**config.mk**
```make
export PLATFORM = sky130hd
export DESIGN_NAME = sir_seq
export DESIGN_NICKNAME = d
export VERILOG_FILES = /design/src/include/sir_pkg.sv /design/src/rtl/sir_seq.sv
export SDC_FILE = /design/constraint.sdc
export NUM_CORES = 1
export LEC_CHECK = 0
export BUFFER_PORTS_ARGS = -buffer_cell sky130_fd_sc_hd__buf_4
export CORE_MARGIN = 2
export CORE_UTILIZATION = 51
export CTS_CLUSTER_DIAMETER = 80
export DETAILED_ROUTE_END_ITERATION = 8
export GPL_ROUTABILITY_DRIVEN = 0
export PLACE_DENSITY = 0.87
export SYNTH_ARGS = -nofsm -noshare
export SYNTH_HDL_FRONTEND = slang
export SYNTH_SLANG_ARGS = --single-unit
```
**constraint.sdc**
```tcl
create_clock -name clk_i -period 2.1 [get_ports clk_i]
set_input_delay 0 -clock clk_i [delete_from_list [all_inputs] [get_ports clk_i]]
set_output_delay 0 -clock clk_i [all_outputs]
set_load 0.02 [all_outputs]
```
**src/include/sir_pkg.sv**
```systemverilog
// Constants and carrier types for the SDRAM init and self-refresh sequencer.
// Assumes a single 100 MHz device clock and a synchronous high reset.
package sir_pkg;
  // ==========================================================================
  // Timing
  localparam int CLK_MHZ = 100;
  localparam int PWRUP_US = 200;                 // Stable clock before CKE
  localparam int PWRUP_CYC = PWRUP_US * CLK_MHZ;
  localparam int TRAS_NS = 40;                   // Least self-refresh stay
  localparam int TRAS_CYC = (TRAS_NS * CLK_MHZ + 999) / 1000;
  localparam int TRC_NS = 55;
  localparam int TIS_NS = 2;                     // 1.5 ns rounded up
  localparam int TXSR_CYC = ((TRC_NS + TIS_NS) * CLK_MHZ + 999) / 1000;
  localparam int REFRESH_INTERVAL_NS = 7800;                // refresh_interval, max
  localparam int REFRESH_INTERVAL_CYC = REFRESH_INTERVAL_NS * CLK_MHZ / 1000;
  localparam int INIT_AREF_MIN = 2;
  localparam int BURST_AREF = 8192;
  localparam int PAGE_COLS = 512;
  localparam int COL_W = 9;

  // ==========================================================================
  // Types
  typedef enum logic [2:0] {
    SIR_CMD_NOP, SIR_CMD_PRE, SIR_CMD_MRS, SIR_CMD_AREF,
    SIR_CMD_SREF, SIR_CMD_DESEL, SIR_CMD_ACC
  } sir_cmd_t;

  typedef enum logic [2:0] {
    SIR_ST_PWRUP, SIR_ST_WAITPRE, SIR_ST_INIT, SIR_ST_IDLE,
    SIR_ST_SREF, SIR_ST_XSR
  } sir_state_t;

  typedef struct packed {
    logic cke;
    logic cs_n;
    logic ras_n;
    logic cas_n;
    logic we_n;
    logic dqm;
  } sir_pins_t;
endpackage

```
**src/rtl/sir_seq.sv**
```systemverilog
// Device-side init and self-refresh tracker with full-page column counter.
// Assumes controller pins are synchronous to clk_i; clock may stop in self
// refresh, in which case only cke is meaningful.
//
// What this block does; R1-R3, R11-R13, R15, R17 and R19 are left to the controller
// Controller holds CKE low, NOP at power
// 200 us stable clock before CKE high
// DQM kept high during init
// Precharge all banks first after CKE
// Mode register set during init
// At least two dummy auto refreshes
// Refreshes before or after mode set
// CS RAS CAS low with CKE low enters
// One cycle later ignore all but CKE
// Stay in self refresh while CKE low
// Stay at least row active time
// Clock stable before CKE high on exit
// CS held high at exit
// Wait exit time before real commands
// Burst refresh 8192 around self refresh
// Full page burst wraps column counter
// Row active time 40 ns minimum
// Exit time is row cycle plus setup
// Refresh every 7.8 us on average
// Self refresh entry has WE high
// No accesses before init completes
`timescale 1ns/1ps
module sir_seq #(
  parameter int COL_W = sir_pkg::COL_W
) (
  input wire logic clk_i,                 // Device clock
  input wire logic srst_i,                // Sync reset, high
  input wire sir_pkg::sir_pins_t pins_i,  // Controller command pins
  input wire logic [COL_W-1:0] col_i,     // Burst start column
  input wire logic burst_start_i,         // Full page burst begins
  input wire logic burst_stop_i,          // Burst terminated
  output logic init_done_o,               // Init sequence complete
  output logic in_sref_o,                 // Self refresh active
  output logic inputs_ignored_o,          // Only CKE is heard
  output logic cmd_ready_o,               // Real commands accepted
  output logic burst_act_o,               // Full page burst running
  output logic [COL_W-1:0] col_o          // Current burst column
);
  // Elaboration check: counter width must fit the 16-bit column space
  if (COL_W < 1 || COL_W > 16) begin : g_bad_col_w
    $error("COL_W out of range");
  end

  // ==========================================================================
  // Command decode
  function automatic sir_pkg::sir_cmd_t decode(sir_pkg::sir_pins_t p);
    if (p.cs_n) return sir_pkg::SIR_CMD_DESEL;
    if (!p.ras_n && !p.cas_n && p.we_n)
      return p.cke ? sir_pkg::SIR_CMD_AREF : sir_pkg::SIR_CMD_SREF;
    if (!p.ras_n && !p.cas_n && !p.we_n) return sir_pkg::SIR_CMD_MRS;
    if (!p.ras_n && p.cas_n && !p.we_n) return sir_pkg::SIR_CMD_PRE;
    if (p.ras_n && p.cas_n && p.we_n) return sir_pkg::SIR_CMD_NOP;
    return sir_pkg::SIR_CMD_ACC;
  endfunction

  sir_pkg::sir_cmd_t cmd;
  assign cmd = decode(pins_i);

  // ==========================================================================
  // Sequencer state
  sir_pkg::sir_state_t st_q, st_d;
  logic mrs_q, mrs_d;
  logic [1:0] aref_q, aref_d;
  logic [15:0] cnt_q, cnt_d;
  logic ign_q, ign_d;

  // Next state; sequence follows the controller's commands
  always_comb begin
    st_d = st_q;
    mrs_d = mrs_q;
    aref_d = aref_q;
    cnt_d = cnt_q;
    ign_d = 1'b0;
    case (st_q)
      sir_pkg::SIR_ST_PWRUP: begin
        if (pins_i.cke) st_d = sir_pkg::SIR_ST_WAITPRE;
      end
      sir_pkg::SIR_ST_WAITPRE: begin
        if (cmd == sir_pkg::SIR_CMD_PRE) st_d = sir_pkg::SIR_ST_INIT;
      end
      sir_pkg::SIR_ST_INIT: begin
        // Either order of mode set and refreshes counts
        if (cmd == sir_pkg::SIR_CMD_MRS) mrs_d = 1'b1;
        if (cmd == sir_pkg::SIR_CMD_AREF && aref_q != 2'd2)
          aref_d = aref_q + 2'd1;
        if (mrs_d && aref_d == 2'(sir_pkg::INIT_AREF_MIN))
          st_d = sir_pkg::SIR_ST_IDLE;
      end
      sir_pkg::SIR_ST_IDLE: begin
        if (cmd == sir_pkg::SIR_CMD_SREF) begin
          st_d = sir_pkg::SIR_ST_SREF;
          ign_d = 1'b1;
        end
      end
      sir_pkg::SIR_ST_SREF: begin
        ign_d = 1'b1;
        if (pins_i.cke) begin
          st_d = sir_pkg::SIR_ST_XSR;
          ign_d = 1'b0;
          cnt_d = 16'h0000;
        end
      end
      sir_pkg::SIR_ST_XSR: begin
        // Only deselect/NOP honoured until exit time passes
        cnt_d = cnt_q + 16'h0001;
        if (cnt_d >= 16'(sir_pkg::TXSR_CYC)) st_d = sir_pkg::SIR_ST_IDLE;
      end
      default: st_d = sir_pkg::SIR_ST_PWRUP;
    endcase
  end

  // Registers
  always_ff @(posedge clk_i) begin
    if (srst_i) begin
      st_q <= sir_pkg::SIR_ST_PWRUP;
      mrs_q <= 1'b0;
      aref_q <= 2'd0;
      cnt_q <= 16'h0000;
      ign_q <= 1'b0;
    end else begin
      st_q <= st_d;
      mrs_q <= mrs_d;
      aref_q <= aref_d;
      cnt_q <= cnt_d;
      ign_q <= ign_d;
    end
  end

  // ==========================================================================
  // Full-page column counter; wraps instead of stopping at page end
  logic act_q, act_d;
  logic [COL_W-1:0] col_q, col_d;

  always_comb begin
    act_d = act_q;
    col_d = col_q;
    if (burst_stop_i || ign_q) begin
      act_d = 1'b0;
    end else if (burst_start_i && st_q == sir_pkg::SIR_ST_IDLE) begin
      act_d = 1'b1;
      col_d = col_i;
    end else if (act_q) begin
      col_d = col_q + 1'b1;
    end
  end

  always_ff @(posedge clk_i) begin
    if (srst_i) begin
      act_q <= 1'b0;
      col_q <= '0;
    end else begin
      act_q <= act_d;
      col_q <= col_d;
    end
  end

  // ==========================================================================
  // Outputs, all registered
  always_ff @(posedge clk_i) begin
    if (srst_i) begin
      init_done_o <= 1'b0;
      in_sref_o <= 1'b0;
      inputs_ignored_o <= 1'b0;
      cmd_ready_o <= 1'b0;
    end else begin
      init_done_o <= st_d inside {sir_pkg::SIR_ST_IDLE,
                                  sir_pkg::SIR_ST_SREF,
                                  sir_pkg::SIR_ST_XSR};
      in_sref_o <= (st_d == sir_pkg::SIR_ST_SREF);
      inputs_ignored_o <= ign_d;
      cmd_ready_o <= (st_d == sir_pkg::SIR_ST_IDLE);
    end
  end
  assign burst_act_o = act_q;
  assign col_o = col_q;

  // ==========================================================================
  // Checks
  chk_sref_entry: assert property (@(posedge clk_i) disable iff (srst_i)
    st_q == sir_pkg::SIR_ST_IDLE && cmd == sir_pkg::SIR_CMD_SREF
    |=> in_sref_o && inputs_ignored_o)
    else $error("self refresh entry missed");
  chk_sref_hold: assert property (@(posedge clk_i) disable iff (srst_i)
    in_sref_o && !pins_i.cke |=> in_sref_o)
    else $error("left self refresh with cke low");
  chk_ignore_inputs: assert property (@(posedge clk_i) disable iff (srst_i)
    in_sref_o && !pins_i.cke |=> !cmd_ready_o && !burst_act_o)
    else $error("inputs heard in self refresh");
  chk_exit_wait: assert property (@(posedge clk_i) disable iff (srst_i)
    $fell(in_sref_o) |-> !cmd_ready_o [*5])
    else $error("exit time too short");
  chk_exit_done: assert property (@(posedge clk_i) disable iff (srst_i)
    $fell(in_sref_o) |-> ##[1:8] cmd_ready_o)
    else $error("exit never completes");
  chk_col_wrap: assert property (@(posedge clk_i) disable iff (srst_i)
    burst_act_o && !burst_stop_i && !burst_start_i && !ign_q
    |=> col_o == $past(col_o) + 1'b1)
    else $error("column not advancing");
  chk_no_early: assert property (@(posedge clk_i) disable iff (srst_i)
    !init_done_o |-> !cmd_ready_o)
    else $error("ready before init");
  chk_init_order: assert property (@(posedge clk_i) disable iff (srst_i)
    $rose(init_done_o) |-> mrs_q && aref_q == 2'd2)
    else $error("init finished early");
  chk_we_high: assert property (@(posedge clk_i) disable iff (srst_i)
    $rose(in_sref_o) |-> $past(pins_i.we_n) && !$past(pins_i.cke))
    else $error("entry without we high");

  cov_init: cover property (@(posedge clk_i) $rose(init_done_o));
  cov_sref: cover property (@(posedge clk_i) $rose(in_sref_o));
  cov_exit: cover property (@(posedge clk_i)
    $fell(in_sref_o) ##[1:8] cmd_ready_o);
  cov_wrap: cover property (@(posedge clk_i)
    burst_act_o && col_o == '1 ##1 col_o == '0);
endmodule // sir_seq

```
==> results of run 1 <==
## where the power goes
group	switching, W	total [W]	internal, W
clock network	0.000256	0.000492	0.000237
logic	0.0000277	0.0000597	0.0000319
registers	0.00000569	0.000690	0.000685
total	0.000289	0.00124	0.000954
## cells by family after synthesis
family	Yosys count	share of synthesized area [%]
AND/OR/NAND/NOR	123	30.6
AO/OA/AOI/OAI	75	22.1
flip-flops	36	34.6
buffers and inverters	24	4.51
XOR/XNOR	9	3.79
adder cells (fa/ha/maj)	5	2.89
multiplexers	3	1.44
## per-stage QoR
step | area (um2) | hold WS, ns | setup slack [ns] | util [%]
after floorplan | 2080 | 0.152 | 0.0721 | -
after global placement | 2420 | 0.281 | 0.0835 | 61.0
after detailed placement | 2420 | 0.290 | 0.0496 | 61.0
after CTS | 2530 | 0.0111 | 0.0533 | 63.6
after global routing | 2550 | 0.0403 | -0.0394 | 64.2
final | 2550 | 0.0279 | 0.0950 | 64.2
## registers in the layout (all words and copies together) (netlist names)
signal            cells
cnt_q                16
col_o                 9
st_q                  3
aref_q                2
burst_act_o           1
cmd_ready_o           1
in_sref_o             1
init_done_o           1
inputs_ignored_o      1
mrs_q                 1
## cell type report
cell class | instances | area share (%)
well taps | 50 | 2.45
repair buffers | 50 | 14.9
clock buffers | 7 | 2.99
clock inverters | 1 | 0.343
multi-input cells | 215 | 50.2
flip-flops and latches | 36 | 28.3
inverters | 5 | 0.736
## final timing paths
check | from | endpoint | slack (ns) | depth (start not counted)
setup / recovery | cnt_q[5] | st_q[1] | 0.1 | 7
hold / removal | burst_stop_i | col_o[0] | 0.03 | 4
hold reg to reg | mrs_q | mrs_q | 0.47 | 2
setup reg to reg | cnt_q[5] | st_q[1] | 0.1 | 7
## cells in the mapped netlist (all sizes together), types with 2 or more instances
cell type | n | area share, %
a211oi | 5 | 1.8
a21oi | 23 | 5.5
a22oi | 3 | 1.1
a2bb2oi | 2 | 1.1
a311oi | 5 | 2.1
a31oi | 3 | 0.90
and2 | 4 | 1.2
and3 | 5 | 1.5
buf | 5 | 1.1
clkbuf | 14 | 2.5
dfxtp | 36 | 35
ha | 4 | 2.4
inv | 5 | 0.90
mux2i | 3 | 1.4
nand2 | 32 | 5.8
nand2b | 3 | 0.90
nand3 | 12 | 3.1
nand3b | 2 | 0.72
nand4 | 3 | 1.6
nor2 | 29 | 5.2
nor2b | 5 | 1.5
nor3 | 11 | 2.9
nor4 | 4 | 1.5
nor4b | 2 | 0.84
o21a | 2 | 0.72
o21ai | 25 | 6.0
o32ai | 2 | 0.84
or2 | 3 | 0.90
or3 | 4 | 1.2
xnor2 | 7 | 2.9
xor2 | 2 | 0.84
## routing by layer
layer / vias to the layer above / routed length, um / track usage (%)
met4: 0 / 88 / 11.3
met1: 988 / 2200 / 25.0
li1: 1061 / - / -
met2: 54 / 2520 / 42.5
met3: 11 / 271 / 7.24
met5: - / 0 / 0
## worst max-delay path, cell delays in order, from the launching register on
cell and delay [ns]:
dfxtp_2 0.40, nand4_4 0.17, or3_1 0.42, nor3_1 0.25, xor2_1 0.10, buf_4 0.15
nor4_4 0.25, o32ai_1 0.13
## timing repair
action / in CTS / in global routing
resized for setup: 0 / 5
hold buffers: 2 / 0
endpoints found under the setup margin: 0 / 3
setup buffers: 0 / 1
endpoints found under the hold margin: 2 / 0
==> results.sh, run 1 <==
export IMPL_final_cells=364
export IMPL_final_common_cell="buf_4"
export IMPL_grt_pass1_vias=1933
export IMPL_max_slew_margin_pct=54.7
export IMPL_status="finished clean"
export IMPL_maxSlewViolCount=0
export IMPL_drt_iter0_drc=176
export IMPL_synth_edf_count=0
export IMPL_synth_top_flop_cell="dfxtp_1"
export IMPL_cts_sinks=36
export IMPL_fin_nets=336
export IMPL_arrival_ns=2.18
export IMPL_cts_htree_levels=2
export IMPL_cp_start_kind="flop"
export IMPL_setup_viol=0
export IMPL_hold_viol_final=0
export IMPL_netlist_instances=275
export IMPL_start_util_pct=52.4
export IMPL_clk_pin_slew_worst_paths_ns=0.07
export IMPL_drtAntennaViolNets=0
export IMPL_power_density_mw_per_mm2=487
export IMPL_syn_num_nets=298
export IMPL_mostFrequentLayoutCells="48 x buf_4, 34 x dfxtp_1, 32 x nand2_1"
export IMPL_finalPower_w=0.00124
export IMPL_final_period_utilization_pct=95.5
export IMPL_synth_seq_cells=36
export IMPL_yosysSeqAreaShare_pct=34.6
export IMPL_period_minus_slack_ns=2.00
export IMPL_dp_hpwl_um=3510
export IMPL_placementRows=23
export IMPL_p_leak_nw=0.961
export IMPL_wirelength_um=5080
export IMPL_drive_gt1_share_pct=20.4
export IMPL_syn_to_final_growth_pct=22.6
export IMPL_vias=2114
export IMPL_clock_latency_ns=0.30
export IMPL_coreArea_mm2=0.00397
export IMPL_grt_max_degree=36
export IMPL_cp_required_ns=2.27
export IMPL_port_buffers=31
export IMPL_register_area_um2=723
export IMPL_endpoint_kind="flop"
export IMPL_synth_area_mm2=0.00208
export IMPL_ys_async_sr_fraction_pct=0
export IMPL_syn_avg_cell_area_um2=7.57
export IMPL_dieArea_mm2=0.00461
export IMPL_diodes=0
export IMPL_die_y_um=67.9
export IMPL_critPathKind="reg2reg"
export IMPL_grt_overflow=0
export IMPL_ir_drop_v=0.000287
export IMPL_routedWlPerCell_um=14.0
export IMPL_viasPerCell=5.81
export IMPL_worstMarginPinSlew_ns=0.672
export IMPL_clockRootBuffer="clkbuf_8"
export IMPL_cts_tree="yes"
export IMPL_setup_tns_ns=0
export IMPL_antenna_found_initial=0
export IMPL_cts_buffer_depth=2
export IMPL_hold_path_class="in2reg"
export IMPL_die_x_um=67.9
export IMPL_dr_pass1_iters=4
export IMPL_placed_cells=353
export IMPL_crit_fanout=7
export IMPL_grt_usage_pct=23.6
export IMPL_drc=0
export IMPL_clock_skew_ns=0.00933
export IMPL_yosysWarningCount=0
export IMPL_drv_cap=0
export IMPL_synth_cell_types=50
export IMPL_cts_buffers=5
export IMPL_ios=33
export IMPL_multi_input_area_mm2=0.00128
export IMPL_grt_pass1_wl_um=8170
export IMPL_fmax_mhz=499
export IMPL_fillers=335
(Power assumes the default switching activity.)
==> run 2: changes to the inputs <==
--- a/config.mk
+++ b/config.mk
@@ -6,7 +6,7 @@
 export NUM_CORES = 1
 export LEC_CHECK = 0
 export BUFFER_PORTS_ARGS = -buffer_cell sky130_fd_sc_hd__buf_4
-export CORE_MARGIN = 2
+export CORE_MARGIN = 3
 export CORE_UTILIZATION = 51
 export CTS_CLUSTER_DIAMETER = 80
 export DETAILED_ROUTE_END_ITERATION = 8
==> run 2 against run 1 <==
Clock power rose by 26%. Non-clock buffer count rose by 2. Critical endpoint is now init_done_o. Setup slack better by 0.042 ns. Largest cell class unchanged. Sequential share of layout area is 0.46 points lower. Power rose by 10%. Fmax increased by 2.1%. Sequential power about the same. Critical path depth unchanged. Worst hold slack better by 0.013 ns.
==> results.sh, run 2 (same netlist as run 1, synthesis figures left out) <==
export IMPL_fillers=305
export IMPL_arrival_ns=2.19
export IMPL_crit_fanout=4
export IMPL_max_slew_margin_pct=61.3
export IMPL_fmax_mhz=509
export IMPL_placed_cells=353
export IMPL_path_delay_family="simple AND/OR/NAND/NOR gates"
export IMPL_viasPerCell=5.77
export IMPL_routedWlPerCell_um=14.2
export IMPL_placed_area_mm2=0.00243
export IMPL_cts_buffers=5
export IMPL_grt_pass1_wl_um=8960
export IMPL_hold_viol_final=0
export IMPL_vias=2102
export IMPL_drive_gt1_share_pct=21.5
export IMPL_p_leak_nw=0.978
export IMPL_final_period_utilization_pct=93.5
export IMPL_slowest_delay_ns=0.43
export IMPL_start_util_pct=54.8
export IMPL_final_common_cell="buf_4"
export IMPL_rsz0062_at_grt="true"
export IMPL_regMostFlops="cnt_q"
export IMPL_crit_chain="inv_1 > ha_1 > or3b_1 > mux2i_1 > a2bb2oi_2 > or4_1 > o21ai_1"
export IMPL_ios=33
export IMPL_grt_pass1_vias=2074
export IMPL_crit_buf_inv=1
export IMPL_ir_drop_v=0.000414
export IMPL_dieArea_mm2=0.00488
export IMPL_cts_htree_levels=2
export IMPL_clock_skew_ns=0.00622
export IMPL_whs_ns=0.0412
export IMPL_mostFrequentLayoutCells="49 x buf_4, 34 x dfxtp_1, 32 x nand2_1"
export IMPL_drt_iter0_drc=162
export IMPL_cts_tree="yes"
export IMPL_design_area_mm2=0.00260
export IMPL_setup_tns_ns=0
export IMPL_die_x_um=69.9
export IMPL_clk_pin_slew_worst_paths_ns=0.08
export IMPL_drv_cap=0
export IMPL_die_y_um=69.9
export IMPL_cts_buffer_depth=2
export IMPL_use_met2_pct=40.0
export IMPL_ff2ff_path_depth=7
export IMPL_syn_to_final_growth_pct=25.1
export IMPL_cp_start_kind="flop"
export IMPL_power_density_mw_per_mm2=527
export IMPL_placementRows=22
export IMPL_drc=0
export IMPL_coreArea_mm2=0.00380
export IMPL_clock_latency_ns=0.30
export IMPL_worstMarginPinSlew_ns=0.574
export IMPL_drtAntennaViolNets=0
export IMPL_critPathKind="reg2reg"
export IMPL_cp_num_cells=7
export IMPL_grt_busiest_layer="met2"
export IMPL_port_buffers=31
export IMPL_grt_max_degree=36
export IMPL_cp_slowest_cell="or4_1"
export IMPL_setup_viol=0
export IMPL_grt_overflow=0
export IMPL_period_minus_slack_ns=1.96
export IMPL_status="finished clean"
export IMPL_hold_path_class="in2reg"
export IMPL_clockRootBuffer="clkbuf_8"
export IMPL_grt_usage_pct=22.1
export IMPL_dr_pass1_iters=4
export IMPL_final_cells=364
export IMPL_maxSlewViolCount=0
export IMPL_cts_setup_buffers=0
export IMPL_wirelength_um=5180
export IMPL_met1_usage_pct=24.3
export IMPL_hold_depth=3
export IMPL_fin_nets=338
export IMPL_cts_sinks=36
export IMPL_endpoint_kind="flop"
export IMPL_cp_required_ns=2.32
export IMPL_diodes=0
export IMPL_largest_reg_flops=16
export IMPL_finalPower_w=0.00137
export IMPL_met3_usage_pct=6.76
export IMPL_antenna_found_initial=0
export IMPL_dp_hpwl_um=3520
## run 2: power breakdown
group	internal [W]	switching (W)
Sequential	0.000683	0.00000624
Clock	0.000351	0.000270
Combinational	0.0000322	0.0000288
## run 2: cell type report
type	instances	area (um2)	share of cell area [%]
Inverter	5	18.8	0.721
Tap cell	48	60.1	2.31
Multi-Input combinational cell	215	1290	49.5
Sequential cell	36	726	27.9
Clock buffer	5	68.8	2.64
Clock inverter	3	42.5	1.63
Timing Repair Buffer	52	398	15.3
## run 2: metrics by stage
step                utilization (%)  setup slack [ns]
floorplan                         -            0.0721
global placement               64.1            0.0620
detailed placement             64.1            0.0232
CTS                            68.0           0.00295
global route                   68.5           -0.0167
finish                         68.5             0.137
## run 2: path summary, 6_finish.rpt
path	from	to	slack, ns
worst max-delay path	aref_q[0]	init_done_o	0.14
worst min-delay path	col_i[8]	col_o[8]	0.04
worst max register to register	aref_q[0]	init_done_o	0.14
worst min register to register	mrs_q	mrs_q	0.47
## run 2: tightest hold or removal path: stages
cell      delay, ns
buf_4          0.11
o32ai_1        0.10
a211oi_1       0.09
## run 2: layer usage
layer / vias up / share of wire [%]
met5: - / 0
met4: 0 / 0.98
met3: 6 / 6.2
met2: 62 / 50
met1: 959 / 42
li1: 1075 / -
## run 2: repair_timing
item / in CTS / in global routing
gates resized for setup: 1 / 7
gates cloned: 0 / 0
hold buffers: 3 / 0
endpoints found under the hold margin: 2 / 0
setup endpoints to repair: 1 / 6
pin swaps: 1 / 1
